<file path="src/pkg/lcd_instr_pkg.sv">
// constants and carrier types for the scroll, drive-pattern and bitmap ram instruction block
// assumes one operating clock shared with the instruction source
//
// How it works
// - bank selector 0: double-height opcode bits 2..0 enable lines one to three
// - bank selector 1: the same bits enable lines four to six
// - every display line has its own double-height flag, any mix allowed
// - lines seven to ten are doubled from the display-on/off opcode fields
// - start-line code: low three bits at bank 0, top bit at bank 1
// - start-line code n selects line n+1; codes above 1001 are unused
// - ten lines shown in order from the start line, wrapping ten to one
// - with fixed lines, start line applies to the first line after them
// - three-bit start raster picks which of eight rows shows first
// - fixed-line field at bank 1: 01, 10, 11 hold one, two, three lines
// - bank 1 pattern bit: 0 flips each frame, 1 flips every n rows
// - bank 1 booster select: 0 divides clock by 64, 1 by 32
// - row pattern with xor enable: frame parity xor row reversal
// - row pattern inverts every row count plus one rows, 1 to 32
// - row count: low three bits at bank 0, upper two at bank 1
// - address set in two bytes: bits 10..6 then bits 5..0
// - each ram byte write steps the address counter by one per direction
// - ram read steps the counter unless read-hold is set
// - no bitmap ram access in sleep or standby
// - each eight-row group uses 112 bytes from a multiple of 0x80
// - data-phase write stores the whole byte at the address counter
// - bank selector comes from the contrast opcode and picks the field set
package lcd_instr_pkg;

	typedef struct packed {
		logic valid;
		logic instr_data_select;
		logic read_not_write;
		logic [7:0] data;
	} instr_t;

	typedef struct packed {
		logic we;
		logic [10:0] addr;
		logic [7:0] wdata;
	} ram_wr_t;

	// opcode prefixes on data bits 7..3 (7..5 and 7..6 for address set)
	localparam logic [4:0] OP_DISP_ONOFF = 5'h06;
	localparam logic [4:0] OP_DBL_HEIGHT = 5'h08;
	localparam logic [4:0] OP_SCROLL_1 = 5'h09;
	localparam logic [4:0] OP_SCROLL_2 = 5'h0a;
	localparam logic [4:0] OP_PATTERN = 5'h0e;
	localparam logic [4:0] OP_WAVEFORM = 5'h0f;
	localparam logic [2:0] OP_ADDR_HIGH = 3'h5;
	localparam logic [1:0] OP_ADDR_LOW = 2'h3;

	localparam int LINE_COUNT = 10;
	localparam int RASTERS_PER_LINE = 8;
	localparam int SCAN_ROWS = 80;
	localparam int GROUP_STRIDE = 128;
	localparam int GROUP_BYTES = 112;
	localparam logic [3:0] LAST_LINE_CODE = 4'h9;

	localparam int BOOST_DIV_SLOW = 64;
	localparam int BOOST_DIV_FAST = 32;

	localparam logic [9:0] RST_DBL_HEIGHT = 10'h000;
	localparam logic [3:0] RST_START_LINE = 4'h0;
	localparam logic [2:0] RST_START_RASTER = 3'h0;
	localparam logic [1:0] RST_FIXED_LINES = 2'h0;
	localparam logic RST_ROW_PATTERN = 1'b0;
	localparam logic RST_BOOST_FAST = 1'b0;
	localparam logic RST_XOR_ENABLE = 1'b0;
	localparam logic [4:0] RST_ALT_ROWS = 5'h00;
	localparam logic [10:0] RST_ADDRESS = 11'h000;
	localparam logic RST_DISPLAY_ON = 1'b0;

endpackage

</file>
<file path="src/verilog/lcd_scroll_drive_ram_instr.sv">
// instruction decode and control registers for scroll, double height, drive pattern,
// booster clock and bitmap ram writes
// assumes instructions arrive as one-cycle strobes on the operating clock; the
// bank selector, direction, read-hold, sleep and standby levels come from other
// instruction decoders on the same clock
`timescale 1ns/1ps

module lcd_scroll_drive_ram_instr
	import lcd_instr_pkg::*;
(
	input wire logic REF_CLK_I,
	input wire logic SYS_RST_I,
	input wire instr_t INSTR_I,
	input wire logic BANK_SEL_I,
	input wire logic ADDR_INC_I,
	input wire logic READ_HOLD_I,
	input wire logic SLEEP_I,
	input wire logic STANDBY_I,
	input wire logic RAM_READ_I,
	input wire logic FRAME_START_I,
	input wire logic ROW_TICK_I,
	output logic [9:0] DBL_HEIGHT_O,
	output logic DISPLAY_ON_O,
	output logic [3:0] START_LINE_O,
	output logic [2:0] START_RASTER_O,
	output logic [1:0] FIXED_LINES_O,
	output logic ROW_PATTERN_O,
	output logic BOOST_FAST_O,
	output logic XOR_ENABLE_O,
	output logic [4:0] ALT_ROWS_O,
	output logic [10:0] ADDRESS_COUNTER_O,
	output ram_wr_t RAM_WR_O,
	output logic BOOST_CLK_EN_O,
	output logic DRIVE_POLARITY_O,
	output logic [3:0] SCAN_LINE_O,
	output logic [2:0] SCAN_RASTER_O,
	output logic SCAN_DOUBLE_O
);

	// ------------------------------------------------------------
	// decode
	// ------------------------------------------------------------
	logic cmd_wr;
	logic data_wr;
	logic ram_blocked;
	logic [4:0] op;

	assign op = INSTR_I.data[7:3];
	assign cmd_wr = INSTR_I.valid && !INSTR_I.instr_data_select && !INSTR_I.read_not_write;
	assign data_wr = INSTR_I.valid && INSTR_I.instr_data_select && !INSTR_I.read_not_write;
	assign ram_blocked = SLEEP_I || STANDBY_I;

	// ------------------------------------------------------------
	// double height and display on
	// ------------------------------------------------------------
	logic [9:0] dbl_height_q;
	logic display_on_q;

	always_ff @(posedge REF_CLK_I or posedge SYS_RST_I) begin
		if (SYS_RST_I) begin
			dbl_height_q <= RST_DBL_HEIGHT;
			display_on_q <= RST_DISPLAY_ON;
		end else if (cmd_wr && op == OP_DBL_HEIGHT) begin
			// one flag per line, so any set of lines can be doubled together
			if (!BANK_SEL_I) begin
				dbl_height_q[2:0] <= INSTR_I.data[2:0];
			end else begin
				dbl_height_q[5:3] <= INSTR_I.data[2:0];
			end
		end else if (cmd_wr && op == OP_DISP_ONOFF) begin
			if (!BANK_SEL_I) begin
				display_on_q <= INSTR_I.data[2];
				dbl_height_q[9] <= INSTR_I.data[1];
			end else begin
				dbl_height_q[8:6] <= INSTR_I.data[2:0];
			end
		end
	end

	// ------------------------------------------------------------
	// vertical scroll
	// ------------------------------------------------------------
	logic [3:0] start_line_q;
	logic [2:0] start_raster_q;
	logic [1:0] fixed_lines_q;

	always_ff @(posedge REF_CLK_I or posedge SYS_RST_I) begin
		if (SYS_RST_I) begin
			start_line_q <= RST_START_LINE;
			start_raster_q <= RST_START_RASTER;
			fixed_lines_q <= RST_FIXED_LINES;
		end else if (cmd_wr && op == OP_SCROLL_1) begin
			if (!BANK_SEL_I) begin
				start_line_q[2:0] <= INSTR_I.data[2:0];
			end else begin
				start_line_q[3] <= INSTR_I.data[0];
			end
		end else if (cmd_wr && op == OP_SCROLL_2) begin
			if (!BANK_SEL_I) begin
				start_raster_q <= INSTR_I.data[2:0];
			end else begin
				fixed_lines_q <= INSTR_I.data[1:0];
			end
		end
	end

	// ------------------------------------------------------------
	// drive pattern, booster clock, row alternation
	// ------------------------------------------------------------
	logic row_pattern_q;
	logic boost_fast_q;
	logic xor_enable_q;
	logic [4:0] alt_rows_q;

	always_ff @(posedge REF_CLK_I or posedge SYS_RST_I) begin
		if (SYS_RST_I) begin
			row_pattern_q <= RST_ROW_PATTERN;
			boost_fast_q <= RST_BOOST_FAST;
		end else if (cmd_wr && op == OP_PATTERN && INSTR_I.data[2] == 1'b0 && BANK_SEL_I) begin
			// the opcode only carries these fields at bank 1; bank 0 writes are dropped
			row_pattern_q <= INSTR_I.data[0];
			boost_fast_q <= INSTR_I.data[1];
		end
	end

	always_ff @(posedge REF_CLK_I or posedge SYS_RST_I) begin
		if (SYS_RST_I) begin
			xor_enable_q <= RST_XOR_ENABLE;
			alt_rows_q <= RST_ALT_ROWS;
		end else if (cmd_wr && op == OP_WAVEFORM) begin
			if (!BANK_SEL_I) begin
				alt_rows_q[2:0] <= INSTR_I.data[2:0];
			end else begin
				xor_enable_q <= INSTR_I.data[2];
				alt_rows_q[4:3] <= INSTR_I.data[1:0];
			end
		end
	end

	// ------------------------------------------------------------
	// booster clock enable
	// ------------------------------------------------------------
	localparam logic [5:0] BOOST_LAST_SLOW = 6'(BOOST_DIV_SLOW - 1);
	localparam logic [5:0] BOOST_LAST_FAST = 6'(BOOST_DIV_FAST - 1);
	logic [5:0] boost_cnt_q;
	logic boost_wrap;

	assign boost_wrap = boost_cnt_q == (boost_fast_q ? BOOST_LAST_FAST : BOOST_LAST_SLOW);

	always_ff @(posedge REF_CLK_I or posedge SYS_RST_I) begin
		if (SYS_RST_I) begin
			boost_cnt_q <= 6'h00;
			BOOST_CLK_EN_O <= 1'b0;
		end else begin
			// switching rate mid-count may give one long period; harmless for a pump
			boost_cnt_q <= (boost_wrap || boost_cnt_q > BOOST_LAST_FAST && boost_fast_q) ?
				6'h00 : boost_cnt_q + 6'h01;
			BOOST_CLK_EN_O <= boost_wrap;
		end
	end

	// ------------------------------------------------------------
	// ac polarity
	// ------------------------------------------------------------
	logic frame_odd_q;
	logic row_pol_q;
	logic [4:0] row_cnt_q;

	always_ff @(posedge REF_CLK_I or posedge SYS_RST_I) begin
		if (SYS_RST_I) begin
			frame_odd_q <= 1'b0;
		end else if (FRAME_START_I) begin
			frame_odd_q <= !frame_odd_q;
		end
	end

	always_ff @(posedge REF_CLK_I or posedge SYS_RST_I) begin
		if (SYS_RST_I) begin
			row_pol_q <= 1'b0;
			row_cnt_q <= 5'h00;
		end else if (ROW_TICK_I) begin
			if (row_cnt_q >= alt_rows_q) begin
				row_cnt_q <= 5'h00;
				row_pol_q <= !row_pol_q;
			end else begin
				row_cnt_q <= row_cnt_q + 5'h01;
			end
		end
	end

	always_ff @(posedge REF_CLK_I or posedge SYS_RST_I) begin
		if (SYS_RST_I) begin
			DRIVE_POLARITY_O <= 1'b0;
		end else if (!row_pattern_q) begin
			DRIVE_POLARITY_O <= frame_odd_q;
		end else if (xor_enable_q) begin
			DRIVE_POLARITY_O <= frame_odd_q ^ row_pol_q;
		end else begin
			DRIVE_POLARITY_O <= row_pol_q;
		end
	end

	// ------------------------------------------------------------
	// scan position to bitmap line
	// ------------------------------------------------------------
	logic [6:0] scan_row_q;
	logic [6:0] fixed_rows;
	logic [6:0] scroll_off;
	logic [3:0] start_eff;
	logic [4:0] line_sum;
	logic [3:0] line_d;
	logic [2:0] raster_d;

	always_ff @(posedge REF_CLK_I or posedge SYS_RST_I) begin
		if (SYS_RST_I) begin
			scan_row_q <= 7'h00;
		end else if (FRAME_START_I) begin
			scan_row_q <= 7'h00;
		end else if (ROW_TICK_I && scan_row_q != 7'(SCAN_ROWS - 1)) begin
			scan_row_q <= scan_row_q + 7'h01;
		end
	end

	always_comb begin
		fixed_rows = 7'({fixed_lines_q, 3'b000});
		// unused codes fall back to line one rather than reading outside the map
		start_eff = (start_line_q > LAST_LINE_CODE) ? 4'h0 : start_line_q;
		scroll_off = scan_row_q - fixed_rows + 7'(start_raster_q);
		if (scan_row_q < fixed_rows) begin
			line_sum = 5'(scan_row_q[6:3]);
			raster_d = scan_row_q[2:0];
		end else begin
			line_sum = 5'(start_eff) + 5'(scroll_off[6:3]);
			raster_d = scroll_off[2:0];
		end
		if (line_sum >= 5'(2 * LINE_COUNT)) begin
			line_d = 4'(line_sum - 5'(2 * LINE_COUNT));
		end else if (line_sum >= 5'(LINE_COUNT)) begin
			line_d = 4'(line_sum - 5'(LINE_COUNT));
		end else begin
			line_d = line_sum[3:0];
		end
	end

	always_ff @(posedge REF_CLK_I or posedge SYS_RST_I) begin
		if (SYS_RST_I) begin
			SCAN_LINE_O <= 4'h0;
			SCAN_RASTER_O <= 3'h0;
			SCAN_DOUBLE_O <= 1'b0;
		end else begin
			SCAN_LINE_O <= line_d;
			SCAN_RASTER_O <= raster_d;
			SCAN_DOUBLE_O <= dbl_height_q[line_d];
		end
	end

	// ------------------------------------------------------------
	// address counter and ram write
	// ------------------------------------------------------------
	logic [10:0] addr_q;
	logic [10:0] addr_step;
	logic step_now;

	assign addr_step = ADDR_INC_I ? addr_q + 11'h001 : addr_q - 11'h001;
	// reads step only without read-hold so read-modify-write lands on the same byte
	assign step_now = !ram_blocked && (data_wr || (RAM_READ_I && !READ_HOLD_I));

	always_ff @(posedge REF_CLK_I or posedge SYS_RST_I) begin
		if (SYS_RST_I) begin
			addr_q <= RST_ADDRESS;
		end else if (cmd_wr && !ram_blocked && INSTR_I.data[7:5] == OP_ADDR_HIGH) begin
			addr_q[10:6] <= INSTR_I.data[4:0];
		end else if (cmd_wr && !ram_blocked && INSTR_I.data[7:6] == OP_ADDR_LOW) begin
			addr_q[5:0] <= INSTR_I.data[5:0];
		end else if (step_now) begin
			addr_q <= addr_step;
		end
	end

	always_ff @(posedge REF_CLK_I or posedge SYS_RST_I) begin
		if (SYS_RST_I) begin
			RAM_WR_O <= '0;
		end else begin
			// the counter is not range checked; addresses 0x70..0x7f of each group
			// fall in the gap of the 0x80 stride and hold nothing shown
			RAM_WR_O.we <= data_wr && !ram_blocked;
			RAM_WR_O.addr <= addr_q;
			RAM_WR_O.wdata <= INSTR_I.data;
		end
	end

	assign DBL_HEIGHT_O = dbl_height_q;
	assign DISPLAY_ON_O = display_on_q;
	assign START_LINE_O = start_line_q;
	assign START_RASTER_O = start_raster_q;
	assign FIXED_LINES_O = fixed_lines_q;
	assign ROW_PATTERN_O = row_pattern_q;
	assign BOOST_FAST_O = boost_fast_q;
	assign XOR_ENABLE_O = xor_enable_q;
	assign ALT_ROWS_O = alt_rows_q;
	assign ADDRESS_COUNTER_O = addr_q;

endmodule
</file>
<file path="config.mk">
export PLATFORM = sky130hd
export DESIGN_NAME = lcd_scroll_drive_ram_instr
export DESIGN_NICKNAME = d
export VERILOG_FILES = /design/src/pkg/lcd_instr_pkg.sv /design/src/verilog/lcd_scroll_drive_ram_instr.sv
export SDC_FILE = /design/constraint.sdc
export NUM_CORES = 1
export LEC_CHECK = 0
export BUFFER_PORTS_ARGS = -buffer_cell sky130_fd_sc_hd__buf_2
export CAP_MARGIN = 10
export CORE_MARGIN = 2
export CORE_UTILIZATION = 50
export CTS_CLUSTER_SIZE = 12
export DETAILED_ROUTE_END_ITERATION = 8
export PLACE_DENSITY = 0.71
export SLEW_MARGIN = 10
export SYNTH_ARGS = -nofsm -noshare
export SYNTH_HDL_FRONTEND = slang
export SYNTH_SLANG_ARGS = --single-unit
</file>
<file path="constraint.sdc">
create_clock -name REF_CLK_I -period 5.2 [get_ports REF_CLK_I]
set_clock_uncertainty 0.2 [all_clocks]
set_input_delay 0.78 -clock REF_CLK_I [delete_from_list [all_inputs] [get_ports REF_CLK_I]]
set_output_delay 0.78 -clock REF_CLK_I [all_outputs]
set_load 0.01 [all_outputs]
</file>
# Word-level counts from Yosys, hierarchy flattened

Cells that the tools add are included.

Register bits after elaboration: 89
Output and inout bits: 69
Word-level logic and storage cells: 127

Add/subtract/negate cells: 10
$lt $le $gt $ge: 7
Equality and inequality tests: 11
Mux-type cells: 19
Bitwise operators: 6
Reductions and logical operators: 45

Operators by type and width:

| kind                  | number |
|---|---|
| $eq 5x4->1 const B    | 5 |
| $mux 11               | 2 |
| $logic_and 1x1->1     | 20 |
| $mux 5                | 4 |
| $mux 6                | 3 |
| $reduce_and 2->1      | 9 |
| $mux 7                | 2 |
| $mux 4                | 3 |
| $reduce_and 3->1      | 4 |
| $add 11x1->11 const B | 1 |
| $sub 11x1->11 const B | 1 |
| $add 7x1->7 const B   | 1 |
| $add 7x3->7           | 1 |
| $lt 7x5->1            | 1 |
| $ne 7x7->1 const B    | 1 |
| $sub 7x5->7           | 1 |
| $add 6x1->6 const B   | 1 |
| $eq 6x6->1            | 1 |
| $gt 6x5->1 const B    | 1 |
| $logic_not 1->1       | 6 |
| $reduce_bool 2->1     | 3 |
| $add 4x4->5           | 1 |
| $add 5x1->5 const B   | 1 |
| $eq 5x3->1 const B    | 1 |
| 16 further kinds      | 24 |

# Logic depth before layout (Yosys ltp)

Depth after elaboration: 9
Gate-level depth with buffers: 21
Depth with buffers taken out: 21

# Worst setup path before layout

No wires, ideal clock.

Path type: register -> register
From: register start_raster_q[2] (netlist: START_RASTER_O[2])
To: register SCAN_DOUBLE_O
Data arrival time: 3.888 ns
Required time: 4.921 ns
Slack: 1.033 ns
Cell stages (with the launch flop): 21
Clock period less this slack: 4.167 ns
Path through: dfrtp_1 > inv_1 > ha_1 > inv_1 > ha_1 > a21o_1 > a21oi_1 > xnor2_1 > fa_1 > xnor2_1 > o21ai_1 > o21ai_0 > ha_1 > nor2b_1 > o21ai_0 > and3_2 > o31ai_4 > or2_4 > a21boi_2 > o21ai_1 > mux2i_1

Longest elaborated chain between the ends: 8
Elaborated cells between the ends (all ways): 11

Ends and longest elaborated chain:

| what                                             | line                                                                 | RTL |
|---|---|---|
| from (decl)                                      | lcd_scroll_drive_ram_instr.sv:84                                     | `logic [2:0] start_raster_q;` |
| from (signal assigned)                           | lcd_scroll_drive_ram_instr.sv:100                                    | `start_raster_q <= INSTR_I.data[2:0];` |
| $add 7x3->7 (*)                                  | lcd_scroll_drive_ram_instr.sv:228                                    | `scroll_off = scan_row_q - fixed_rows + 7'(start_raster_q);` |
| $add 4x4->5 (*)                                  | lcd_scroll_drive_ram_instr.sv:233                                    | `line_sum = 5'(start_eff) + 5'(scroll_off[6:3]);` |
| $mux 5 (*)                                       | lcd_scroll_drive_ram_instr.sv:229                                    | `if (scan_row_q < fixed_rows) begin` |
| $sub 4x4->4 / $ge 5x4->1 (equally long branches) | lcd_scroll_drive_ram_instr.sv:239, lcd_scroll_drive_ram_instr.sv:238 |  |
| $mux 4                                           | lcd_scroll_drive_ram_instr.sv:238                                    | `end else if (line_sum >= 5'(LINE_COUNT)) begin` |
| $mux 4 (*)                                       | lcd_scroll_drive_ram_instr.sv:236                                    | `if (line_sum >= 5'(2 * LINE_COUNT)) begin` |
| net line_d[1]                                    | lcd_scroll_drive_ram_instr.sv:211                                    | `logic [3:0] line_d;` |
| $bmux 1 s4 (*)                                   | lcd_scroll_drive_ram_instr.sv:253                                    | `SCAN_DOUBLE_O <= dbl_height_q[line_d];` |
| $mux 1 (not written as such) (*)                 | lcd_scroll_drive_ram_instr.sv:253                                    |  |
| to (signal assigned)                             | lcd_scroll_drive_ram_instr.sv:253                                    |  |
| to (decl)                                        | lcd_scroll_drive_ram_instr.sv:37                                     | `output logic SCAN_DOUBLE_O` |

The timed path passes the listed nets; every way through them passes the cells marked *. The select of a mux whose other input is x is not followed.
A chain may end at the register's enable or synchronous reset.

# Final worst setup path

From: register scan_row_q[2]
To: register SCAN_DOUBLE_O

Longest elaborated chain between the ends: 9
Elaborated cells between the ends (all ways): 13

Ends and longest elaborated chain:

| what                                             | line                                                                 | RTL |
|---|---|---|
| from (decl)                                      | lcd_scroll_drive_ram_instr.sv:206                                    | `logic [6:0] scan_row_q;` |
| from (signal assigned)                           | lcd_scroll_drive_ram_instr.sv:220                                    | `scan_row_q <= scan_row_q + 7'h01;` |
| $sub 7x5->7                                      | lcd_scroll_drive_ram_instr.sv:228                                    |  |
| $add 7x3->7                                      | lcd_scroll_drive_ram_instr.sv:228                                    |  |
| $add 4x4->5                                      | lcd_scroll_drive_ram_instr.sv:233                                    |  |
| $mux 5 (*)                                       | lcd_scroll_drive_ram_instr.sv:229                                    |  |
| $sub 4x4->4 / $ge 5x4->1 (equally long branches) | lcd_scroll_drive_ram_instr.sv:239, lcd_scroll_drive_ram_instr.sv:238 |  |
| $mux 4                                           | lcd_scroll_drive_ram_instr.sv:238                                    |  |
| $mux 4 (*)                                       | lcd_scroll_drive_ram_instr.sv:236                                    |  |
| $bmux 1 s4 (*)                                   | lcd_scroll_drive_ram_instr.sv:253                                    |  |
| $mux 1 (not written as such) (*)                 | lcd_scroll_drive_ram_instr.sv:253                                    |  |

Mark *: on every way between the ends. The rest lies on a longest branch, timed or not. The select of a mux whose other input is x is not followed.

==> metrics.cfg <==
[floorplanning]
io_pins=90
die_area_sq_um=10500
chipHeight_microns=102
rows=35
start_util_pct=52.0
die_w_microns=102
core-area_sq_um=9330

[timing]
hold_ws_ns=0.240
grt_setup_unrepaired=no
maxSlewHeadroom_pct=47.2
final_max_slew_viol_count=0
period_needed_ns=4.72
setup_viol=0
worst_pin_slew_ns=0.792
hold_viol=0
clock.fmax_mhz=212
timing.setup.tns_ns=0
post-route-period-util_pct=90.7

[critical_path]
end_kind=flop
start_kind=flop
crit_family=compound AO/OA/AOI/OAI gates
cpMaxStageDelayCell=fa_1
crit_arrival_ns=4.79
critPathRequiredTime_ns=5.28
worst-setup-path-type=reg2reg
worst-path-buf-inv=2
path_max_fanout=4
crit_chain=inv_1 -> ha_1 -> inv_1 -> ha_1 -> a21o_1 -> a21oi_1 -> xnor2_1 -> fa_1 -> xnor2_1 -> o21ai_1 -> o21ai_0 -> ha_1 -> nor2b_1 -> o21ai_0 -> and3_2 -> o31ai_4 -> a2bb2oi_1 -> o21ai_0 -> o31a_1 -> mux2i_1
max_stage_delay_ns=0.47

[logic_synthesis]
synth_cell_type_count=63
yosysMostFrequentCell=dfrtp_1
synthTopCellsByCount=89 x dfrtp_1, 45 x nand2_1, 37 x inv_1, 36 x ha_1, 31 x nor2_1
ys_seq_area_share_pct=45.9
post-synth-top-area-cell=dfrtp_1
synth_top_area_share_pct=45.9
synth.avg_cell_area_sq_um=10.1
yosys-top-cells-area=dfrtp_1 46%, ha_1 9.3%, mux2_2 4.2%, nand2_1 3.5%, o21ai_0 3.1%
synth_edf_count=0
yosysWarnings=0
synthFlopType=dfrtp_1
syn-num-nets=540
synth_async_sr_flop_share_pct=100
syn_inst=481
syn_area_sq_um=4850
ys_ff_latch=89

[clocking]
cts-root-buf=clkbuf_8
h-tree-depth=3
cts_tree=yes
clock_latency_ns=0.36
path_clk_slew_ns=0.09
holdBufCountCts=0
cts-resized-gates=0
cts_buffers=9
post_cts_buffers=0
cts_max_path_buffers=2
numClockSinks=89

[outcome]
status=completed

[global_route]
grt_pass1_vias=3713
grt_antenna_before_repair=0
grt_pass1_wl_mm=17.5
track_usage_pct=21.6
gr-total-overflow=0
grt_max_degree=47

[detailed_routing]
route.detailed.drc=0
drt_iter0_drc=184
drt_wl_total_mm=10.9
vias_per_cell=5.37
ant_nets=0
wire_per_inst_microns=15.4
dr.pass1.iters=4
vias=3798

[layout]
syn2layout_area_growth_pct=16.0
diodes=0
seq_area_sq_um=2230
final_nets=632
multi_input_area_sq_um=2450
stdcell_count=707
nFillCells=813
drive_above_1_share_pct=24.6

[power_and_ir_drop]
leakagePower_nw=2.84
ir_drop_uv=257
power.density_nw_per_um2=384
total_power_mw=2.16

[placed_design]
portBuffers=89
place_inst=691
gp_congestion=0.992
hpwl_mm=8.17

[hold_path]
hold_class=reg2reg

[job]
maxCapViolations=0

[stage by stage]
step                util, %  area [sq um]  setup slack [ns]
floorplan                 -          4850              1.03
global placement       58.2          5430             0.836
detailed placement     58.2          5430             0.627
CTS                    60.3          5630             0.555
global route           60.3          5630             0.184
finish                 60.3          5630             0.484
[routing by layer]
metal / share of wire (%) / up-vias / track usage (%)
li1: - / 1873 / -
met5: 0 / - / 0
met2: 47 / 99 / 34.6
met1: 46 / 1808 / 29.1
met3: 5.2 / 18 / 4.65
met4: 1.8 / 0 / 8.10
[cell families after synthesis]
family                     after synthesis  synth area share, %
adders and majority gates               39                 10.3
muxes                                   25                 5.62
xor gates and xnor gates                24                 4.33
buffers and inverters                   46                 3.56
and+or+nand+nor                        150                 15.7
DFF                                     89                 45.9
AOI/OAI and AO/OA                      108                 14.6
[power breakdown]
group	internal, mW	total (mW)	switching, mW	leakage (nW)
clock	0.224	0.479	0.254	0.0929
sequential	0.838	0.957	0.119	1.13
combinational	0.338	0.727	0.389	1.62
[flip-flops by register name (all words and copies together) (netlist names), 4 cells and up]
name               flops
ALT_ROWS_O             5
row_cnt_q              5
START_LINE_O           4
SCAN_LINE_O            4
ADDRESS_COUNTER_O     11
DBL_HEIGHT_O          10
scan_row_q             7
RAM_WR_O              20
boost_cnt_q            6
[area by class of cell]
| class | instances | area share, % |
|---|---|---|
| multi-input cells | 346 | 43.5 |
| flip-flops and latches | 89 | 39.6 |
| repair buffers | 90 | 8.05 |
| well taps | 129 | 2.87 |
| inverters | 37 | 2.49 |
| clock buffers | 10 | 2.27 |
| clock inverters | 6 | 1.20 |
[cell usage in the layout, fill, tap and decap left out, types with 3 or more instances in the layout]
| master | n |
|---|---|
| dfrtp_1 | 89 |
| nor2_1 | 31 |
| mux2i_1 | 7 |
| nand2_1 | 45 |
| nor3_1 | 11 |
| clkbuf_8 | 9 |
| a31oi_1 | 4 |
| ha_1 | 36 |
| nand3_1 | 17 |
| a21o_1 | 9 |
| o21ai_0 | 30 |
| o31a_1 | 3 |
| nand2b_1 | 4 |
| a21oi_1 | 28 |
| xnor2_1 | 17 |
| o21bai_1 | 5 |
| nand4_1 | 4 |
| o31ai_1 | 3 |
| a211oi_1 | 4 |
| or3_1 | 4 |
| inv_1 | 36 |
| mux2_2 | 18 |
| xor2_1 | 7 |
| and3_1 | 3 |
| and2_1 | 4 |
| buf_2 | 89 |
| nor2b_1 | 7 |
[final timing paths]
path                       slack, ns  depth (start not counted)                       end                              from
setup / recovery                0.48                         20   SCAN_DOUBLE_O$_DFF_PP0_         scan_row_q[2]$_DFFE_PP0P_
min in group asynchronous       0.31                          2     RAM_WR_O[1]$_DFF_PP0_                         SYS_RST_I
hold / removal                  0.24                          0    RAM_WR_O[10]$_DFF_PP0_  ADDRESS_COUNTER_O[2]$_DFFE_PP0P_
setup reg to reg                0.48                         20   SCAN_DOUBLE_O$_DFF_PP0_         scan_row_q[2]$_DFFE_PP0P_
hold reg to reg                 0.24                          0    RAM_WR_O[10]$_DFF_PP0_  ADDRESS_COUNTER_O[2]$_DFFE_PP0P_
max in group asynchronous       3.45                          3  DISPLAY_ON_O$_DFFE_PP0P_                         SYS_RST_I
Power figures use the tool's default switching activity.
